File: src/hdl/ple_pkg.sv
// package of constants for the port link event state machine
package ple_pkg;
   // ****************************************
   // register map (word aligned byte offsets)
   // ****************************************
   localparam logic [7:0] CTRL_OFS   = 8'h00;
   localparam logic [7:0] STAT_OFS   = 8'h04;
   localparam logic [7:0] TFD_OFS    = 8'h08;
   localparam logic [7:0] SIG_OFS    = 8'h0c;
   localparam logic [7:0] CI_OFS     = 8'h10;
   localparam logic [7:0] SACT_OFS   = 8'h14;
   localparam logic [7:0] DIAG_OFS   = 8'h18;
   // ctrl fields
   localparam int CTRL_ST_BIT   = 0;
   localparam int CTRL_FRE_BIT  = 1;
   localparam int CTRL_PCE_BIT  = 2;
   localparam int CTRL_GIE_BIT  = 3;
   localparam int CTRL_HINIT_BIT = 4;
   localparam int CTRL_CR_BIT   = 15;
   localparam int CTRL_CCS_LSB  = 8;
   // stat fields
   localparam int STAT_DET_LSB  = 0;
   localparam int STAT_IPS_BIT  = 4;
   localparam int STAT_IRQ_BIT  = 5;
   localparam int STAT_UPD_BIT  = 6;
   localparam int STAT_PROC_BIT = 7;
   localparam int STAT_OFFL_BIT = 8;
   localparam int STAT_STATE_LSB = 12;
   // task file status bits
   localparam int TFS_BSY_BIT   = 7;
   localparam int TFS_DRQ_BIT   = 3;
   // reset and load values
   localparam logic [7:0] TFS_INIT_VAL   = 8'h7f;
   localparam logic [7:0] TFS_COMINIT_FF = 8'hff;
   localparam logic [7:0] TFS_COMINIT_80 = 8'h80;
   localparam logic [3:0] DET_PRESENT    = 4'h1;
   // received frame layout: word0 = {err, status, flags, type}
   localparam int FRM_STS_LSB  = 16;
   localparam int FRM_ERR_LSB  = 24;
   localparam int FRM_WORDS    = 5;
   // signature assembly from frame words (count, lba low/mid/high)
   localparam int FRM_LBA_WORD = 1;
   localparam int FRM_CNT_WORD = 3;

   typedef enum logic [3:0] {
      PLE_STOPPED, PLE_INIT_RX, PLE_SET_IS, PLE_GEN_INT,
      PLE_SIG_UPD, PLE_POST, PLE_OFFLINE, PLE_START_CLR
   } ple_state_t;
endpackage

File: src/hdl/ple_port_fsm.sv
// port link event state machine with wishbone register file
//
// Chosen here: register access over Wishbone and the register offsets.
`timescale 1ns/100ps
`default_nettype none
// Contract
// - device init signal forces init-received state, status loaded ff or 80
// - init-received copies busy and data-request into shadow flags
// - init-received writes 1 into device detection field
// - init-received sets exchanged diagnostic bit
// - connect-change enable chooses set-interrupt-status, else stopped
// - set-interrupt-status sets pending bit; global enable chooses interrupt
// - generate-interrupt raises interrupt then returns to stopped
// - interrupt stays until software clears status bits
// - register frame with start zero loads signature, clears pending flag
// - frame-receive enable chooses posting, else stopped
// - posting writes frame into register-frame area of memory
// - posting loads task file error from frame error field
// - posting loads task file status from frame status field
// - posting refreshes shadow flags then returns to stopped
// - offline state commands phy offline then returns to stopped
// - start bit one-to-zero write enters start-cleared unless controller initialising
// - start-cleared zeroes issue, queued, slot and running flag
// - start-cleared zeroes outstanding dma transfer count
// - reset loads status 7f and sets signature pending
// - frame-receive enable rise with processed frame, diag zero, posts
module ple_port_fsm
   import ple_pkg::*;
#(
   parameter int SLOTS = 32,
   parameter logic COMINIT_ALL_ONES = 1'b1
) (
   input  wire logic        ref_clk,
   input  wire logic        reset_n,
   input  wire logic        clk_en,
   input  wire logic        wb_cyc_i,
   input  wire logic        wb_stb_i,
   input  wire logic        wb_we_i,
   input  wire logic [7:0]  wb_adr_i,
   input  wire logic [3:0]  wb_sel_i,
   input  wire logic [31:0] wb_dat_i,
   output logic [31:0]      wb_dat_o,
   output logic             wb_ack_o,
   input  wire logic        link_init_rx,
   input  wire logic        frame_valid,
   input  wire logic [31:0] frame_word0,
   input  wire logic [31:0] frame_word1,
   input  wire logic [31:0] frame_word3,
   input  wire logic        dma_busy,
   input  wire logic        link_start,
   input  wire logic        offline_req,
   output logic             port_irq,
   output logic             mem_wr_en,
   output logic [2:0]       mem_wr_idx,
   output logic [31:0]      mem_wr_data,
   output logic             phy_offline
);
   // ****************************************
   // input synchroniser for the link init pin
   // ****************************************
   logic [1:0] init_sync_q;
   logic       init_prev_q;
   logic       init_evt;

   always_ff @(posedge ref_clk or negedge reset_n) begin
      if (!reset_n) begin
         init_sync_q <= 2'b00;
         init_prev_q <= 1'b0;
      end else if (clk_en) begin
         init_sync_q <= {init_sync_q[0], link_init_rx};
         init_prev_q <= init_sync_q[1];
      end
   end
   // rising edge of the second stage only
   assign init_evt = init_sync_q[1] && !init_prev_q;

   // ****************************************
   // bus handshake
   // ****************************************
   logic wr_stb;

   ple_wb_slave u_wb (
      .ref_clk   (ref_clk),
      .reset_n   (reset_n),
      .clk_en    (clk_en),
      .wb_cyc_i  (wb_cyc_i),
      .wb_stb_i  (wb_stb_i),
      .wb_we_i   (wb_we_i),
      .wb_ack_o  (wb_ack_o),
      .wr_strobe (wr_stb),
      .rd_strobe ()
   );
   // reads have no side effects, so the read strobe is left unconnected

   // byte-lane merge used by the control, issue and active registers
   function automatic logic [31:0] merge(input logic [31:0] old, input logic [31:0] nw,
                                         input logic [3:0] sel);
      logic [31:0] r;
      r = old;
      for (int i = 0; i < 4; i++) begin
         if (sel[i]) r[i*8 +: 8] = nw[i*8 +: 8];
      end
      return r;
   endfunction

   // ****************************************
   // state and register storage
   // ****************************************
   ple_state_t        state_q, state_d;
   logic [7:0]        tfs_q, tfs_d;
   logic [7:0]        tfe_q, tfe_d;
   logic              bsy_q, bsy_d, drq_q, drq_d;
   logic [3:0]        det_q, det_d;
   logic              diag_x_q, diag_x_d;
   logic              ips_q, ips_d;
   logic              irq_q, irq_d;
   logic [31:0]       sig_q, sig_d;
   logic              upd_q, upd_d;
   logic              st_q, st_d, fre_q, fre_d, pce_q, pce_d, gie_q, gie_d, hinit_q, hinit_d;
   logic              cr_q, cr_d;
   logic [4:0]        ccs_q, ccs_d;
   logic [SLOTS-1:0]  ci_q, ci_d, sact_q, sact_d;
   logic [7:0]        xfer_q, xfer_d;
   logic              proc_q, proc_d;
   logic [31:0]       fw0_q, fw0_d, fw1_q, fw1_d, fw3_q, fw3_d;
   logic [2:0]        post_idx_q, post_idx_d;
   logic              offl_q, offl_d;
   logic [31:0]       wr_ctrl;
   logic              wr_ctrl_en;

   assign wr_ctrl_en = wr_stb && wb_adr_i == CTRL_OFS;
   assign wr_ctrl    = merge({16'h0000, 11'h000, hinit_q, gie_q, pce_q, fre_q, st_q},
                             wb_dat_i, wb_sel_i);

   // ****************************************
   // next state and register updates
   // ****************************************
   always_comb begin
      state_d = state_q;  tfs_d = tfs_q;  tfe_d = tfe_q;
      bsy_d = bsy_q;  drq_d = drq_q;  det_d = det_q;
      diag_x_d = diag_x_q;  ips_d = ips_q;  irq_d = irq_q;
      sig_d = sig_q;  upd_d = upd_q;
      st_d = st_q;  fre_d = fre_q;  pce_d = pce_q;  gie_d = gie_q;  hinit_d = hinit_q;
      cr_d = cr_q;  ccs_d = ccs_q;  ci_d = ci_q;  sact_d = sact_q;
      xfer_d = xfer_q;  proc_d = proc_q;
      fw0_d = fw0_q;  fw1_d = fw1_q;  fw3_d = fw3_q;
      post_idx_d = post_idx_q;  offl_d = 1'b0;

      // software writes; status clears lose against a same-cycle set below
      if (wr_ctrl_en) begin
         st_d    = wr_ctrl[CTRL_ST_BIT];
         fre_d   = wr_ctrl[CTRL_FRE_BIT];
         pce_d   = wr_ctrl[CTRL_PCE_BIT];
         gie_d   = wr_ctrl[CTRL_GIE_BIT];
         hinit_d = wr_ctrl[CTRL_HINIT_BIT];
      end
      if (wr_stb && wb_adr_i == STAT_OFS && wb_sel_i[0]) begin
         if (wb_dat_i[STAT_IPS_BIT]) ips_d = 1'b0;
         if (wb_dat_i[STAT_IRQ_BIT]) irq_d = 1'b0;
      end
      if (wr_stb && wb_adr_i == DIAG_OFS && wb_sel_i[0] && wb_dat_i[0]) begin
         diag_x_d = 1'b0;
      end
      if (wr_stb && wb_adr_i == CI_OFS) begin
         ci_d = ci_q | SLOTS'(merge(32'h0, wb_dat_i, wb_sel_i));
      end
      if (wr_stb && wb_adr_i == SACT_OFS) begin
         sact_d = sact_q | SLOTS'(merge(32'h0, wb_dat_i, wb_sel_i));
      end
      if (link_start) begin
         tfs_d = TFS_INIT_VAL;
         upd_d = 1'b1;
      end

      case (state_q)
         PLE_STOPPED: begin
            if (offline_req) begin
               state_d = PLE_OFFLINE;
            end else if (wr_ctrl_en && !fre_q && wr_ctrl[CTRL_FRE_BIT] && proc_q
                         && !diag_x_q) begin
               state_d = PLE_POST;
               post_idx_d = 3'h0;
            end else if (frame_valid && !st_q) begin
               fw0_d = frame_word0;
               fw1_d = frame_word1;
               fw3_d = frame_word3;
               proc_d = 1'b1;
               state_d = PLE_SIG_UPD;
            end
         end
         PLE_INIT_RX: begin
            bsy_d = tfs_q[TFS_BSY_BIT];
            drq_d = tfs_q[TFS_DRQ_BIT];
            det_d = DET_PRESENT;
            diag_x_d = 1'b1;
            state_d = pce_q ? PLE_SET_IS : PLE_STOPPED;
         end
         PLE_SET_IS: begin
            ips_d = 1'b1;
            state_d = gie_q ? PLE_GEN_INT : PLE_STOPPED;
         end
         PLE_GEN_INT: begin
            irq_d = 1'b1;
            state_d = PLE_STOPPED;
         end
         PLE_SIG_UPD: begin
            // signature: count byte, then lba low, mid, high
            sig_d = {fw1_q[23:0], fw3_q[7:0]};
            upd_d = 1'b0;
            post_idx_d = 3'h0;
            state_d = fre_q ? PLE_POST : PLE_STOPPED;
         end
         PLE_POST: begin
            post_idx_d = post_idx_q + 3'h1;
            if (post_idx_q == 3'(FRM_WORDS - 1)) begin
               tfe_d = fw0_q[FRM_ERR_LSB +: 8];
               tfs_d = fw0_q[FRM_STS_LSB +: 8];
               bsy_d = fw0_q[FRM_STS_LSB + TFS_BSY_BIT];
               drq_d = fw0_q[FRM_STS_LSB + TFS_DRQ_BIT];
               state_d = PLE_STOPPED;
            end
         end
         PLE_OFFLINE: begin
            offl_d = 1'b1;
            state_d = PLE_STOPPED;
         end
         PLE_START_CLR: begin
            ci_d = '0;
            sact_d = '0;
            ccs_d = 5'h00;
            cr_d = 1'b0;
            xfer_d = 8'h00;
            state_d = dma_busy ? PLE_START_CLR : PLE_STOPPED;
         end
         default: state_d = PLE_STOPPED;
      endcase

      // asynchronous entries override the table above
      if (wr_ctrl_en && st_q && !wr_ctrl[CTRL_ST_BIT] && !hinit_q) begin
         state_d = PLE_START_CLR;
      end
      if (init_evt) begin
         state_d = PLE_INIT_RX;
         tfs_d = COMINIT_ALL_ONES ? TFS_COMINIT_FF : TFS_COMINIT_80;
      end
   end

   always_ff @(posedge ref_clk or negedge reset_n) begin
      if (!reset_n) begin
         state_q <= PLE_STOPPED;
         tfs_q <= TFS_INIT_VAL;   tfe_q <= 8'h00;
         bsy_q <= 1'b0;  drq_q <= 1'b0;  det_q <= 4'h0;
         diag_x_q <= 1'b0;  ips_q <= 1'b0;  irq_q <= 1'b0;
         sig_q <= 32'hffff_ffff;  upd_q <= 1'b1;
         st_q <= 1'b0;  fre_q <= 1'b0;  pce_q <= 1'b0;  gie_q <= 1'b0;  hinit_q <= 1'b0;
         cr_q <= 1'b0;  ccs_q <= 5'h00;  ci_q <= '0;  sact_q <= '0;
         xfer_q <= 8'h00;  proc_q <= 1'b0;
         fw0_q <= 32'h0;  fw1_q <= 32'h0;  fw3_q <= 32'h0;
         post_idx_q <= 3'h0;  offl_q <= 1'b0;
      end else if (clk_en) begin
         state_q <= state_d;
         tfs_q <= tfs_d;  tfe_q <= tfe_d;
         bsy_q <= bsy_d;  drq_q <= drq_d;  det_q <= det_d;
         diag_x_q <= diag_x_d;  ips_q <= ips_d;  irq_q <= irq_d;
         sig_q <= sig_d;  upd_q <= upd_d;
         st_q <= st_d;  fre_q <= fre_d;  pce_q <= pce_d;  gie_q <= gie_d;  hinit_q <= hinit_d;
         cr_q <= cr_d;  ccs_q <= ccs_d;  ci_q <= ci_d;  sact_q <= sact_d;
         xfer_q <= xfer_d;  proc_q <= proc_d;
         fw0_q <= fw0_d;  fw1_q <= fw1_d;  fw3_q <= fw3_d;
         post_idx_q <= post_idx_d;  offl_q <= offl_d;
      end
   end

   // ****************************************
   // outputs and read mux
   // ****************************************
   assign port_irq    = irq_q;
   assign phy_offline = offl_q;
   assign mem_wr_en   = state_q == PLE_POST;
   assign mem_wr_idx  = post_idx_q;

   // frame words streamed to the register-frame area
   always_comb begin
      case (post_idx_q)
         3'h0:    mem_wr_data = fw0_q;
         3'h1:    mem_wr_data = fw1_q;
         3'h3:    mem_wr_data = fw3_q;
         default: mem_wr_data = 32'h0;
      endcase
   end

   // read data registered so it is stable at ack
   logic [31:0] rdat_q, rdat_d;
   always_comb begin
      case (wb_adr_i)
         CTRL_OFS: rdat_d = {16'h0000, cr_q, 2'b00, ccs_q, 3'b000,
                             hinit_q, gie_q, pce_q, fre_q, st_q};
         STAT_OFS: rdat_d = {16'h0000, 4'(state_q), 3'b000, offl_q, proc_q, upd_q,
                             irq_q, ips_q, det_q};
         TFD_OFS:  rdat_d = {14'h0000, bsy_q, drq_q, tfe_q, tfs_q};
         SIG_OFS:  rdat_d = sig_q;
         CI_OFS:   rdat_d = 32'(ci_q);
         SACT_OFS: rdat_d = 32'(sact_q);
         DIAG_OFS: rdat_d = {24'h000000, xfer_q[6:0], diag_x_q};
         default:  rdat_d = 32'h0;
      endcase
   end

   always_ff @(posedge ref_clk or negedge reset_n) begin
      if (!reset_n) begin
         rdat_q <= 32'h0;
      end else if (clk_en) begin
         rdat_q <= rdat_d;
      end
   end
   assign wb_dat_o = rdat_q;

   // ****************************************
   // assertions
   // ****************************************
   a_init_enters: assert property (@(posedge ref_clk) disable iff (!reset_n)
      clk_en && init_evt |=> state_q == PLE_INIT_RX) else $error("init event not taken");
   a_pce_path: assert property (@(posedge ref_clk) disable iff (!reset_n)
      clk_en && state_q == PLE_INIT_RX && !init_evt && !pce_q && !wr_ctrl_en
      |=> state_q == PLE_STOPPED) else $error("init path ignored enable");
   a_irq_holds: assert property (@(posedge ref_clk) disable iff (!reset_n)
      port_irq && !wr_stb |=> port_irq) else $error("interrupt dropped");
   a_det_set: assert property (@(posedge ref_clk) disable iff (!reset_n)
      clk_en && state_q == PLE_INIT_RX |=> det_q == DET_PRESENT) else $error("det not set");
   a_clr_slots: assert property (@(posedge ref_clk) disable iff (!reset_n)
      clk_en && state_q == PLE_START_CLR |=> ccs_q == 5'h00 && !cr_q) else $error("no clear");
   a_offline_pulse: assert property (@(posedge ref_clk) disable iff (!reset_n)
      clk_en && state_q == PLE_OFFLINE |=> phy_offline) else $error("offline missed");
   a_sig_clear: assert property (@(posedge ref_clk) disable iff (!reset_n)
      clk_en && state_q == PLE_SIG_UPD && !link_start |=> !upd_q) else $error("sig flag kept");
   a_post_len: assert property (@(posedge ref_clk) disable iff (!reset_n)
      clk_en && state_q == PLE_POST && post_idx_q == 3'h0 && !init_evt && !wr_ctrl_en
      |=> mem_wr_en) else $error("post cut short");
   a_clr_hold: assert property (@(posedge ref_clk) disable iff (!reset_n)
      clk_en && state_q == PLE_START_CLR && dma_busy && !init_evt
      |=> state_q == PLE_START_CLR) else $error("start clear left early");
   a_start_load: assert property (@(posedge ref_clk) disable iff (!reset_n)
      clk_en && link_start && state_q == PLE_STOPPED && !init_evt
      |=> tfs_q == TFS_INIT_VAL && upd_q) else $error("link start load missed");
endmodule
`default_nettype wire

File: src/hdl/ple_wb_slave.sv
// classic wishbone slave handshake with one cycle ack
`timescale 1ns/100ps
`default_nettype none
module ple_wb_slave (
   input  wire logic ref_clk,
   input  wire logic reset_n,
   input  wire logic clk_en,
   input  wire logic wb_cyc_i,
   input  wire logic wb_stb_i,
   input  wire logic wb_we_i,
   output logic      wb_ack_o,
   output logic      wr_strobe,
   output logic      rd_strobe
);
   // ****************************************
   // ack generation
   // ****************************************
   logic ack_q;
   logic ack_d;

   // ack one cycle after request, dropped the next cycle
   always_comb begin
      ack_d = wb_cyc_i && wb_stb_i && !ack_q;
   end

   always_ff @(posedge ref_clk or negedge reset_n) begin
      if (!reset_n) begin
         ack_q <= 1'b0;
      end else if (clk_en) begin
         ack_q <= ack_d;
      end
   end

   assign wb_ack_o  = ack_q;
   // access takes effect at the ack edge only
   assign wr_strobe = ack_q && wb_cyc_i && wb_stb_i && wb_we_i && clk_en;
   assign rd_strobe = ack_q && wb_cyc_i && wb_stb_i && !wb_we_i && clk_en;
endmodule
`default_nettype wire

File: config.mk
export PLATFORM = sky130hd
export DESIGN_NAME = ple_port_fsm
export DESIGN_NICKNAME = d
export VERILOG_FILES = /design/src/hdl/ple_pkg.sv /design/src/hdl/ple_port_fsm.sv /design/src/hdl/ple_wb_slave.sv
export SDC_FILE = /design/constraint.sdc
export NUM_CORES = 1
export LEC_CHECK = 0
export BUFFER_PORTS_ARGS = -buffer_cell sky130_fd_sc_hd__buf_2
export CORE_MARGIN = 3
export CORE_UTILIZATION = 35
export DETAILED_ROUTE_END_ITERATION = 7
export HOLD_SLACK_MARGIN = 0.1
export PLACE_DENSITY_LB_ADDON = 0.15
export SYNTH_ARGS = -nofsm -noshare
export SYNTH_HDL_FRONTEND = slang
export SYNTH_SLANG_ARGS = --single-unit
File: constraint.sdc
create_clock -name ref_clk -period 4.98 [get_ports ref_clk]
set_input_delay 0.249 -clock ref_clk [delete_from_list [all_inputs] [get_ports ref_clk]]
set_output_delay 0.249 -clock ref_clk [all_outputs]
set_load 0.005 [all_outputs]
==> results of run 1 <==
-- worst max-delay path by stage --
stage | slack (ns) | end | cells after the start
after global placement | 1.72 | sact_q[6] | 7
after global routing | 1.71 | sact_q[23] | 7
final | 2.03 | sact_q[23] | 7
after floorplan | 2.47 | fw0_q[0] | 10
after CTS | 2.04 | mem_wr_data[7] | 6
after detailed placement | 1.63 | sact_q[19] | 7
-- cell type report --
cell class	count	area, sq um	share of cell area
Clock buffer	49	902	0.0580
Antenna cell	1	2.50	0.000161
Clock inverter	7	46.3	0.00298
Inverter	38	143	0.00917
Sequential cell	264	6660	0.428
Timing Repair Buffer	368	2570	0.166
Tap cell	442	553	0.0356
Multi-Input combinational cell	620	4670	0.300
-- flip-flops by register name, indices dropped and copies added (netlist names), 2 cells and up --
signal       flops
ci_q            32
sig_q           32
state_q          3
wb_dat_o        32
init_sync_q      2
sact_q          32
fw1_q           32
mem_wr_idx       3
tfe_q            8
tfs_q            8
fw0_q           32
fw3_q           32
-- power by group --
part / internal, W / switching, W
logic: 0.00102 / 0.000842
clock network: 0.00123 / 0.000878
registers: 0.00283 / 0.000556
total: 0.00508 / 0.00228
-- kinds of logic after synthesis --
kind of cell	synth area share
buffers and inverters	0.0406
multiplexers	0.163
AND/OR/NAND/NOR	0.0890
adder cells (fa/ha/maj)	0.00425
flip-flops	0.566
AO/OA/AOI/OAI	0.138
-- metrics by stage --
step                      utilization  instances
after detailed placement        0.404       1600
after global placement          0.404       1600
after global routing            0.473       1789
after floorplan                     -        997
final                           0.473       1789
after CTS                       0.473       1788
-- routing by layer --
| layer | vias to the layer above | track usage |
|---|---|---|
| met2 | 281 | 0.348 |
| met3 | 49 | 0.0307 |
| met1 | 4721 | 0.272 |
| met4 | 0 | 0.0432 |
| li1 | 4331 | - |
| met5 | - | 0 |
-- worst reg2reg max path, stage by stage (launching register included) --
cell      delay [ns]
dfrtp_1         0.56
nor4_1          0.51
nor4bb_4        0.42
buf_12          0.43
mux2_2          0.58
-- cells in the final DEF, fill, tap and decap left out, types with 4 or more instances in the layout --
master	instances
dfstp_2	40
clkbuf_8	8
buf_4	13
a31oi_1	66
mux2_4	29
dfrtp_1	224
a22oi_1	10
mux2i_1	22
nand3_1	15
a221oi_1	6
nor3_1	4
inv_1	36
o22ai_1	5
nor2b_1	4
nor4_1	4
clkbuf_1	11
clkbuf_16	30
a21oi_1	26
dlygate4sd3_1	132
a222oi_1	36
buf_2	220
mux2_2	110
ha_1	4
a32o_1	10
nand2b_1	5
nor2_1	97
clkinv_2	6
nand2_1	79
o21ai_0	11
o2bb2ai_1	33
-- what timing repair did --
action,4_1_cts,5_1_grt
hold buffers,132,0
setup endpoints to repair,0,0
hold endpoints to repair,274,0
==> impl_metrics.env, run 1 <==
export IMPL_setup_violations=0
export IMPL_cts_buffers=30
export IMPL_async_flop_share=1.00
export IMPL_cts_max_path_buffers=3
export IMPL_grt_pass1_vias=9798
export IMPL_min_period_over_period=0.593
export IMPL_r2r_end="fw3_q[18]"
export IMPL_critPathLaunch="wb_adr_i[2]"
export IMPL_seq_area_frac_synth=0.566
export IMPL_row_count=66
export IMPL_nets=1477
export IMPL_post_cts_buffers=0
export IMPL_avgRoutedWirePerCell_um=20.7
export IMPL_synth_nets=1152
export IMPL_hold_violations=0
export IMPL_floorplan_die_width_um=189
export IMPL_ctsResizeCount=0
export IMPL_final_setup_tns_ns=0
export IMPL_nFillCells=3118
export IMPL_wl_met3_um=1860
export IMPL_ys_warnings_count=0
export IMPL_place_area_sq_um=13300
export IMPL_min_to="u_wb.wb_ack_o"
export IMPL_wl_met1_um=16300
export IMPL_root_buffer="clkbuf_16"
export IMPL_port_buffers=221
export IMPL_stdcell_area_sq_um=15500
export IMPL_cts_tree="yes"
export IMPL_maxSlewViolCount=0
export IMPL_grt_ovfl_total=0
export IMPL_status="finished clean"
export IMPL_io_pin_count=222
export IMPL_syn2layout_area_growth_pct=32.1
export IMPL_min_path_cells=4
export IMPL_core_area_sq_um=32900
export IMPL_crit_fanout=29
export IMPL_hold_start="wb_cyc_i"
export IMPL_drive_above_1_share=0.351
export IMPL_ant_nets=0
export IMPL_critPathArrivalTime_ns=3.43
export IMPL_place_worst_setup_slack_ns=1.63
export IMPL_setup_ws_ns=2.03
export IMPL_reg2reg_slack_ns=2.34
export IMPL_worst_path_largest_cell_delay_ns=0.93
export IMPL_wl_met2_um=18300
export IMPL_via_per_inst=5.24
export IMPL_crit_type="input pin to register"
export IMPL_worst_slew_pin_slew_ns=1.07
export IMPL_reg2regPathDepth=4
export IMPL_rsz0062_at_grt="false"
export IMPL_critPathBufInv=2
export IMPL_ys_seq_elements=264
export IMPL_slowest_stage="nor4b_1"
export IMPL_skew_ns=0.00951
export IMPL_gp_congestion=0.859
export IMPL_cts_sinks=264
export IMPL_drt_iter0_drc=728
export IMPL_cp_cell_sequence="buf_2, nor4b_1, nor2b_1, nor2b_2, buf_4, a31oi_1, nor2_1"
export IMPL_finalCriticalPeriod_ns=2.95
export IMPL_synth_top_area_frac=0.476
export IMPL_synthTopCellsByCount="dfrtp_1 (224), mux2_2 (110), nor2_1 (99)"
export IMPL_path_clk_slew_ns=0.06
export IMPL_timing_hold_ws_ns=0.128
export IMPL_dr_total_vias=9382
export IMPL_yosys_cell_types_count=55
export IMPL_worstSetupStartpointType="input pin"
export IMPL_synth_area_sq_um=11800
export IMPL_start_util=0.358
export IMPL_yosysMostFrequentCell="dfrtp_1"
export IMPL_cp_required_ns=5.46
export IMPL_yosys_top_cells_area="dfrtp_1 (48%), mux2_2 (11%), dfstp_2 (8.9%)"
export IMPL_synth_top_flop_cell="dfrtp_1"
export IMPL_peakVddDrop_v=0.000283
export IMPL_hpwlAfterDp_um=25100
export IMPL_powerDensity_nw_per_um2=473
export IMPL_maxCapViolCount=0
export IMPL_yosysTopAreaCell="dfrtp_1"
export IMPL_routed_wl_um=37100
export IMPL_synth_edf_count=0
export IMPL_grt_max_degree=114
export IMPL_path_delay_family="simple AND/OR/NAND/NOR gates"
export IMPL_slew_headroom=0.279
export IMPL_highest_layer="met4"
export IMPL_rr_startpoint="state_q[0]"
export IMPL_hold_class="input pin to register"
export IMPL_power_w=0.00735
export IMPL_clock_latency_ns=0.56
export IMPL_track_usage=0.203
export IMPL_avgSynthCellArea_sq_um=11.8
export IMPL_die_area_sq_um=35900
export IMPL_p_leak_nw=7.24
export IMPL_syn_instance_count=997
export IMPL_die_height_um=189
export IMPL_htreeDepth=1
export IMPL_grt_pass1_wl_um=57200
export IMPL_drc=0
export IMPL_fmax_mhz=339
export IMPL_critPathCaptureType="register"
export IMPL_antenna_found_initial=1
export IMPL_first_pass_iters=8
(Power assumes the default switching activity.)
==> run 2, diff against run 1 <==
==> constraint.sdc (replaced) <==
create_clock -name ref_clk -period 2.9 [get_ports ref_clk]
set_input_delay 0.145 -clock ref_clk [delete_from_list [all_inputs] [get_ports ref_clk]]
set_output_delay 0.145 -clock ref_clk [all_outputs]
set_load 0.005 [all_outputs]
==> impl_metrics.env, run 2 (same netlist as run 1, synthesis figures left out) <==
export IMPL_timing_hold_ws_ns=0.126
export IMPL_syn2layout_area_growth_pct=35.4
export IMPL_setup_violations=0
export IMPL_min_path_cells=4
export IMPL_path_clk_slew_ns=0.06
export IMPL_fmax_mhz=394
export IMPL_start_util=0.358
export IMPL_track_usage=0.206
export IMPL_die_area_sq_um=35900
export IMPL_finalCriticalPeriod_ns=2.54
export IMPL_core_area_sq_um=32900
export IMPL_critPathCaptureType="register"
export IMPL_min_to="diag_x_q"
export IMPL_grt_pass1_vias=9899
export IMPL_rr_startpoint="state_q[0]"
export IMPL_io_pin_count=222
export IMPL_avgRoutedWirePerCell_um=20.6
export IMPL_hold_class="input pin to register"
export IMPL_ctsResizeCount=0
export IMPL_cts_max_path_buffers=3
export IMPL_htreeDepth=1
export IMPL_dr_total_vias=9503
export IMPL_r2r_end="fw1_q[5]"
export IMPL_dp_cells=1615
export IMPL_p_leak_nw=7.40
export IMPL_maxCapViolCount=0
export IMPL_drive_above_1_share=0.357
export IMPL_worstSetupStartpointType="input pin"
export IMPL_port_buffers=221
export IMPL_drc=0
export IMPL_hold_start="wb_we_i"
export IMPL_floorplan_die_width_um=189
export IMPL_min_period_over_period=0.875
export IMPL_slew_headroom=0.349
export IMPL_cts_tree="yes"
export IMPL_reg2reg_slack_ns=0.53
export IMPL_maxSlewViolCount=0
export IMPL_final_setup_tns_ns=0
export IMPL_status="finished clean"
export IMPL_ant_nets=0
export IMPL_drt_iter0_drc=804
export IMPL_die_height_um=189
export IMPL_gp_congestion=0.849
export IMPL_stdcell_area_sq_um=15900
export IMPL_first_pass_iters=8
export IMPL_powerDensity_nw_per_um2=807
export IMPL_layout_cells_non_filler=1823
export IMPL_rsz0062_at_grt="false"
export IMPL_grt_pass1_wl_um=58200
export IMPL_cts_buffers=30
export IMPL_peakVddDrop_v=0.000501
export IMPL_cts_sinks=264
export IMPL_nets=1511
export IMPL_crit_type="input pin to register"
export IMPL_clock_latency_ns=0.55
export IMPL_final_cell_mix="dfrtp_1 (224), buf_2 (220), dlygate4sd3_1 (151)"
export IMPL_hold_violations=0
export IMPL_worst_slew_pin_slew_ns=0.973
export IMPL_cp_required_ns=3.39
export IMPL_place_area_sq_um=13400
export IMPL_crit_fanout=30
export IMPL_critPathArrivalTime_ns=3.03
export IMPL_antenna_found_initial=1
export IMPL_root_buffer="clkbuf_16"
export IMPL_final_common_cell="dfrtp_1"
export IMPL_skew_ns=0.0157
export IMPL_reg2regPathDepth=4
export IMPL_grt_max_degree=77
export IMPL_hpwlAfterDp_um=25600
export IMPL_post_route_util=0.485
export IMPL_routed_wl_um=37500
export IMPL_via_per_inst=5.21
export IMPL_grt_ovfl_total=0
export IMPL_row_count=66
[run 2: changes by cell type in the layout (fill, tap and decap cells not counted), sizes merged]
cell / change
bufinv: +1
dlygate4sd3: +19
clkinv: +2
clkinvlp: +2
buf: +15
clkbuf: -5
[run 2: worst max path at each step]
stage,startpoint,endpoint,slack (ns),cells past startpoint
detailed placement,wb_adr_i[3],fw0_q[0],0.46,7
global placement,wb_adr_i[3],fw0_q[8],0.47,7
CTS,mem_wr_idx[0],mem_wr_data[6],0.36,7
finish,wb_adr_i[4],sact_q[29],0.36,9
global route,mem_wr_idx[0],mem_wr_data[6],0.1,7
floorplan,wb_adr_i[2],fw0_q[0],0.49,10
[run 2: area by class of cell]
cell class                      instances  area, sq um
Antenna cell                            1         2.50
Clock buffer                           44          893
Clock inverter                         12          101
Fill cell                            3108        16900
Inverter                               38          143
Multi-Input combinational cell        620         4670
Sequential cell                       264         6660
Tap cell                              442          553
Timing Repair Buffer                  402         2920
[run 2: metal layers]
| metal | global-route usage | wire length [um] | part of all wire | up-vias |
|---|---|---|---|---|
| met1 | 0.281 | 16700 | 0.44 | 4794 |
| li1 | - | - | - | 4397 |
| met4 | 0.0390 | 704 | 0.019 | 0 |
| met5 | 0 | 0 | 0 | - |
| met2 | 0.354 | 18400 | 0.49 | 270 |
| met3 | 0.0281 | 1730 | 0.046 | 42 |
[run 2: power breakdown]
group | total [W] | internal [W] | switching [W]
clock | 0.00377 | 0.00222 | 0.00155
sequential | 0.00577 | 0.00485 | 0.000911
combinational | 0.00332 | 0.00180 | 0.00153
total | 0.0129 | 0.00887 | 0.00399
[run 2: through the flow]
| stage | setup WS, ns | power, W |
|---|---|---|
| global placement | 0.474 | 0.00897 |
| finish | 0.362 | 0.0129 |
| floorplan | 0.494 | 0.00740 |
| global route | 0.0954 | 0.0136 |
| CTS | 0.356 | 0.0130 |
| detailed placement | 0.463 | 0.00903 |
[run 2: timing repair]
| item | 4_1_cts | 5_1_grt |
|---|---|---|
| setup buffers | 0 | 0 |
| hold buffers | 151 | 0 |
| hold endpoints to repair | 266 | 0 |
[run 2: worst max-delay path, stage by stage]
cell and delay, ns:
dlygate4sd3_1 0.54, buf_2 0.15, or4b_2 0.72, nor2b_1 0.19
nor2b_2 0.28, buf_12 0.23, a31oi_1 0.10, dlygate4sd3_1 0.58
nor2_1 0.08
==> run 3, diff against run 2 <==
--- a/config.mk
+++ b/config.mk
@@ -5,6 +5,7 @@
 export SDC_FILE = /design/constraint.sdc
 export NUM_CORES = 1
 export LEC_CHECK = 0
+export ABC_AREA = 1
 export BUFFER_PORTS_ARGS = -buffer_cell sky130_fd_sc_hd__buf_2
 export CORE_MARGIN = 3
 export CORE_UTILIZATION = 35
==> impl_metrics.env, run 3 <==
export IMPL_status="finished clean"
export IMPL_first_pass_iters=5
export IMPL_final_setup_tns_ns=0
export IMPL_die_area_sq_um=37500
export IMPL_fmax_mhz=379
export IMPL_cts_tree="yes"
export IMPL_yosysTopAreaCell="dfrtp_1"
export IMPL_gp_congestion=0.886
export IMPL_seq_area_frac_synth=0.540
export IMPL_crit_type="register to primary output"
export IMPL_ctsHoldBuffers=169
export IMPL_min_period_over_period=0.909
export IMPL_critPathCaptureType="primary output"
export IMPL_cts_buffers=31
export IMPL_dr_total_vias=11000
export IMPL_power_w=0.0133
export IMPL_hold_violations=0
export IMPL_grt_pass1_vias=10900
export IMPL_worst_slew_pin_slew_ns=0.860
export IMPL_final_cell_mix="nand2_1 (406), dfrtp_1 (224), buf_2 (220)"
export IMPL_via_per_inst=4.70
export IMPL_reg2regPathDepth=7
export IMPL_synth_top_flop_cell="dfrtp_1"
export IMPL_cp_required_ns=2.76
export IMPL_ys_seq_elements=264
export IMPL_seqCellArea_sq_um=6660
export IMPL_final_common_cell="nand2_1"
export IMPL_grt_pass1_wl_um=61900
export IMPL_cts_max_path_buffers=3
export IMPL_routed_wl_um=38600
export IMPL_hold_start="wb_stb_i"
export IMPL_grt_max_degree=81
export IMPL_antenna_found_initial=0
export IMPL_io_pin_count=222
export IMPL_rr_startpoint="u_wb.wb_ack_o"
export IMPL_multi_input_area_sq_um=4410
export IMPL_post_cts_buffers=0
export IMPL_yosys_area_share_simple=0.199
export IMPL_synthTopCellsByCount="nand2_1 (406), dfrtp_1 (224), inv_1 (208)"
export IMPL_synth_top_family_by_area="simple AND/OR/NAND/NOR gates"
export IMPL_drc=0
export IMPL_hpwlAfterDp_um=26800
export IMPL_min_to="st_q"
export IMPL_ys_warnings_count=0
export IMPL_wl_met3_um=2220
export IMPL_ctsResizeCount=0
export IMPL_drt_iter0_drc=717
export IMPL_finalCriticalPeriod_ns=2.64
export IMPL_r2r_end="diag_x_q"
export IMPL_drive_above_1_share=0.209
export IMPL_yosys_top_cells_area="dfrtp_1 (46%), nand2_1 (12%), dfstp_2 (8.5%)"
export IMPL_wl_met2_um=16300
export IMPL_root_buffer="clkbuf_16"
export IMPL_nFillCells=3388
export IMPL_p_leak_nw=8.56
export IMPL_grt_ovfl_total=0
export IMPL_yosysMostFrequentCell="nand2_1"
export IMPL_syn2layout_area_growth_pct=34.4
export IMPL_avgRoutedWirePerCell_um=16.5
export IMPL_skew_ns=0.0187
export IMPL_stdcell_area_sq_um=16600
export IMPL_path_clk_slew_ns=0.06
export IMPL_critPathArrivalTime_ns=2.49
export IMPL_rsz0062_at_grt="false"
export IMPL_hold_class="input pin to register"
export IMPL_clock_latency_ns=0.55
export IMPL_port_buffers=221
export IMPL_synth_nets=1641
export IMPL_setup_violations=0
export IMPL_htreeDepth=1
export IMPL_core_area_sq_um=34600
export IMPL_maxSlewViolCount=0
export IMPL_floorplan_die_width_um=194
export IMPL_synth_xor_area_share=0
export IMPL_highest_layer="met4"
export IMPL_place_area_sq_um=13800
export IMPL_peakVddDrop_v=0.000484
export IMPL_synth_edf_count=0
export IMPL_yosys_cell_types_count=30
export IMPL_min_path_cells=5
export IMPL_diodes=0
export IMPL_async_flop_share=1.00
export IMPL_slew_headroom=0.427
export IMPL_synthAdderAreaFrac=0.00406
export IMPL_powerDensity_nw_per_um2=801
export IMPL_nets=2009
export IMPL_maxCapViolCount=0
export IMPL_die_height_um=194
export IMPL_reg2reg_slack_ns=0.64
export IMPL_ant_nets=0
export IMPL_critPathLaunch="mem_wr_idx[0]"
export IMPL_cts_sinks=264
export IMPL_muxShareOfSynthArea=0.00274
export IMPL_crit_fanout=19
export IMPL_worstSetupStartpointType="register"
export IMPL_synth_area_sq_um=12300
export IMPL_avgSynthCellArea_sq_um=8.29
export IMPL_syn_instance_count=1486
export IMPL_synth_compound_area_frac=0.150
export IMPL_row_count=68
export IMPL_start_util=0.356
export IMPL_synth_top_area_frac=0.455
export IMPL_track_usage=0.204
export IMPL_wl_met1_um=19300
[run 3: cell types whose count changed in the layout (fill, tap and decap cells not counted), moves of 45 or more]
cell,previous run,this run
inv_1,36,208
mux2_2,110,3
o21ai_1,0,45
nand2_1,79,406
o21ai_0,11,101
a21oi_1,26,90
a31oi_1,66,0
nand3_1,15,68
[run 3: layer usage]
layer  vias to the layer above  track usage
met5                         -            0
met4                         0       0.0415
met3                        54       0.0301
met2                       319        0.302
met1                      5134        0.317
li1                       5465            -
[run 3: metrics by stage]
step,setup WS (ns),utilization,instances,hold slack [ns]
final,0.263,0.478,2333,0.151
after CTS,0.220,0.478,2333,0.113
after floorplan,1.40,-,1486,-0.151
after detailed placement,0.736,0.400,2107,0.201
after global placement,0.754,0.400,2107,0.194
after global routing,0.109,0.478,2333,0.179
[run 3: how the worst max path moves through the flow]
stage | slack [ns] | depth (start not counted) | to
after floorplan | 1.40 | 9 | fw0_q[20]
after CTS | 0.22 | 8 | mem_wr_data[14]
after global placement | 0.75 | 8 | fw0_q[23]
after detailed placement | 0.74 | 8 | fw0_q[23]
final | 0.26 | 8 | mem_wr_data[14]
after global routing | 0.11 | 8 | mem_wr_data[14]
[run 3: logic make-up (layout without fill, tap and decap cells)]
kind of cell / count (synthesis) / after routing
compound gates: 316 / 316
fa+ha+maj: 4 / 4
buf+inv: 295 / 687
flops: 264 / 264
mux: 3 / 3
simple gates: 604 / 604
[run 3: worst max-delay path: stages (launching register included)]
cell	delay (ns)
dfrtp_1	0.43
inv_1	0.10
ha_1	0.21
nand2_1	0.13
inv_1	0.54
buf_4	0.24
nand2_1	0.05
o211ai_1	0.08
buf_2	0.14
[run 3: cell type report]
class | instances | area share
inverters | 214 | 0.0485
multi-input cells | 927 | 0.266
repair buffers | 416 | 0.187
well taps | 455 | 0.0344
clock inverters | 12 | 0.00839
clock buffers | 45 | 0.0530
flip-flops and latches | 264 | 0.402
[run 3: report_power, final]
part	internal, W	leakage (nW)	switching [W]	total, W
sequential	0.00502	3.16	0.000687	0.00570
clock	0.00235	0.507	0.00153	0.00389
combinational	0.00151	4.89	0.00215	0.00366
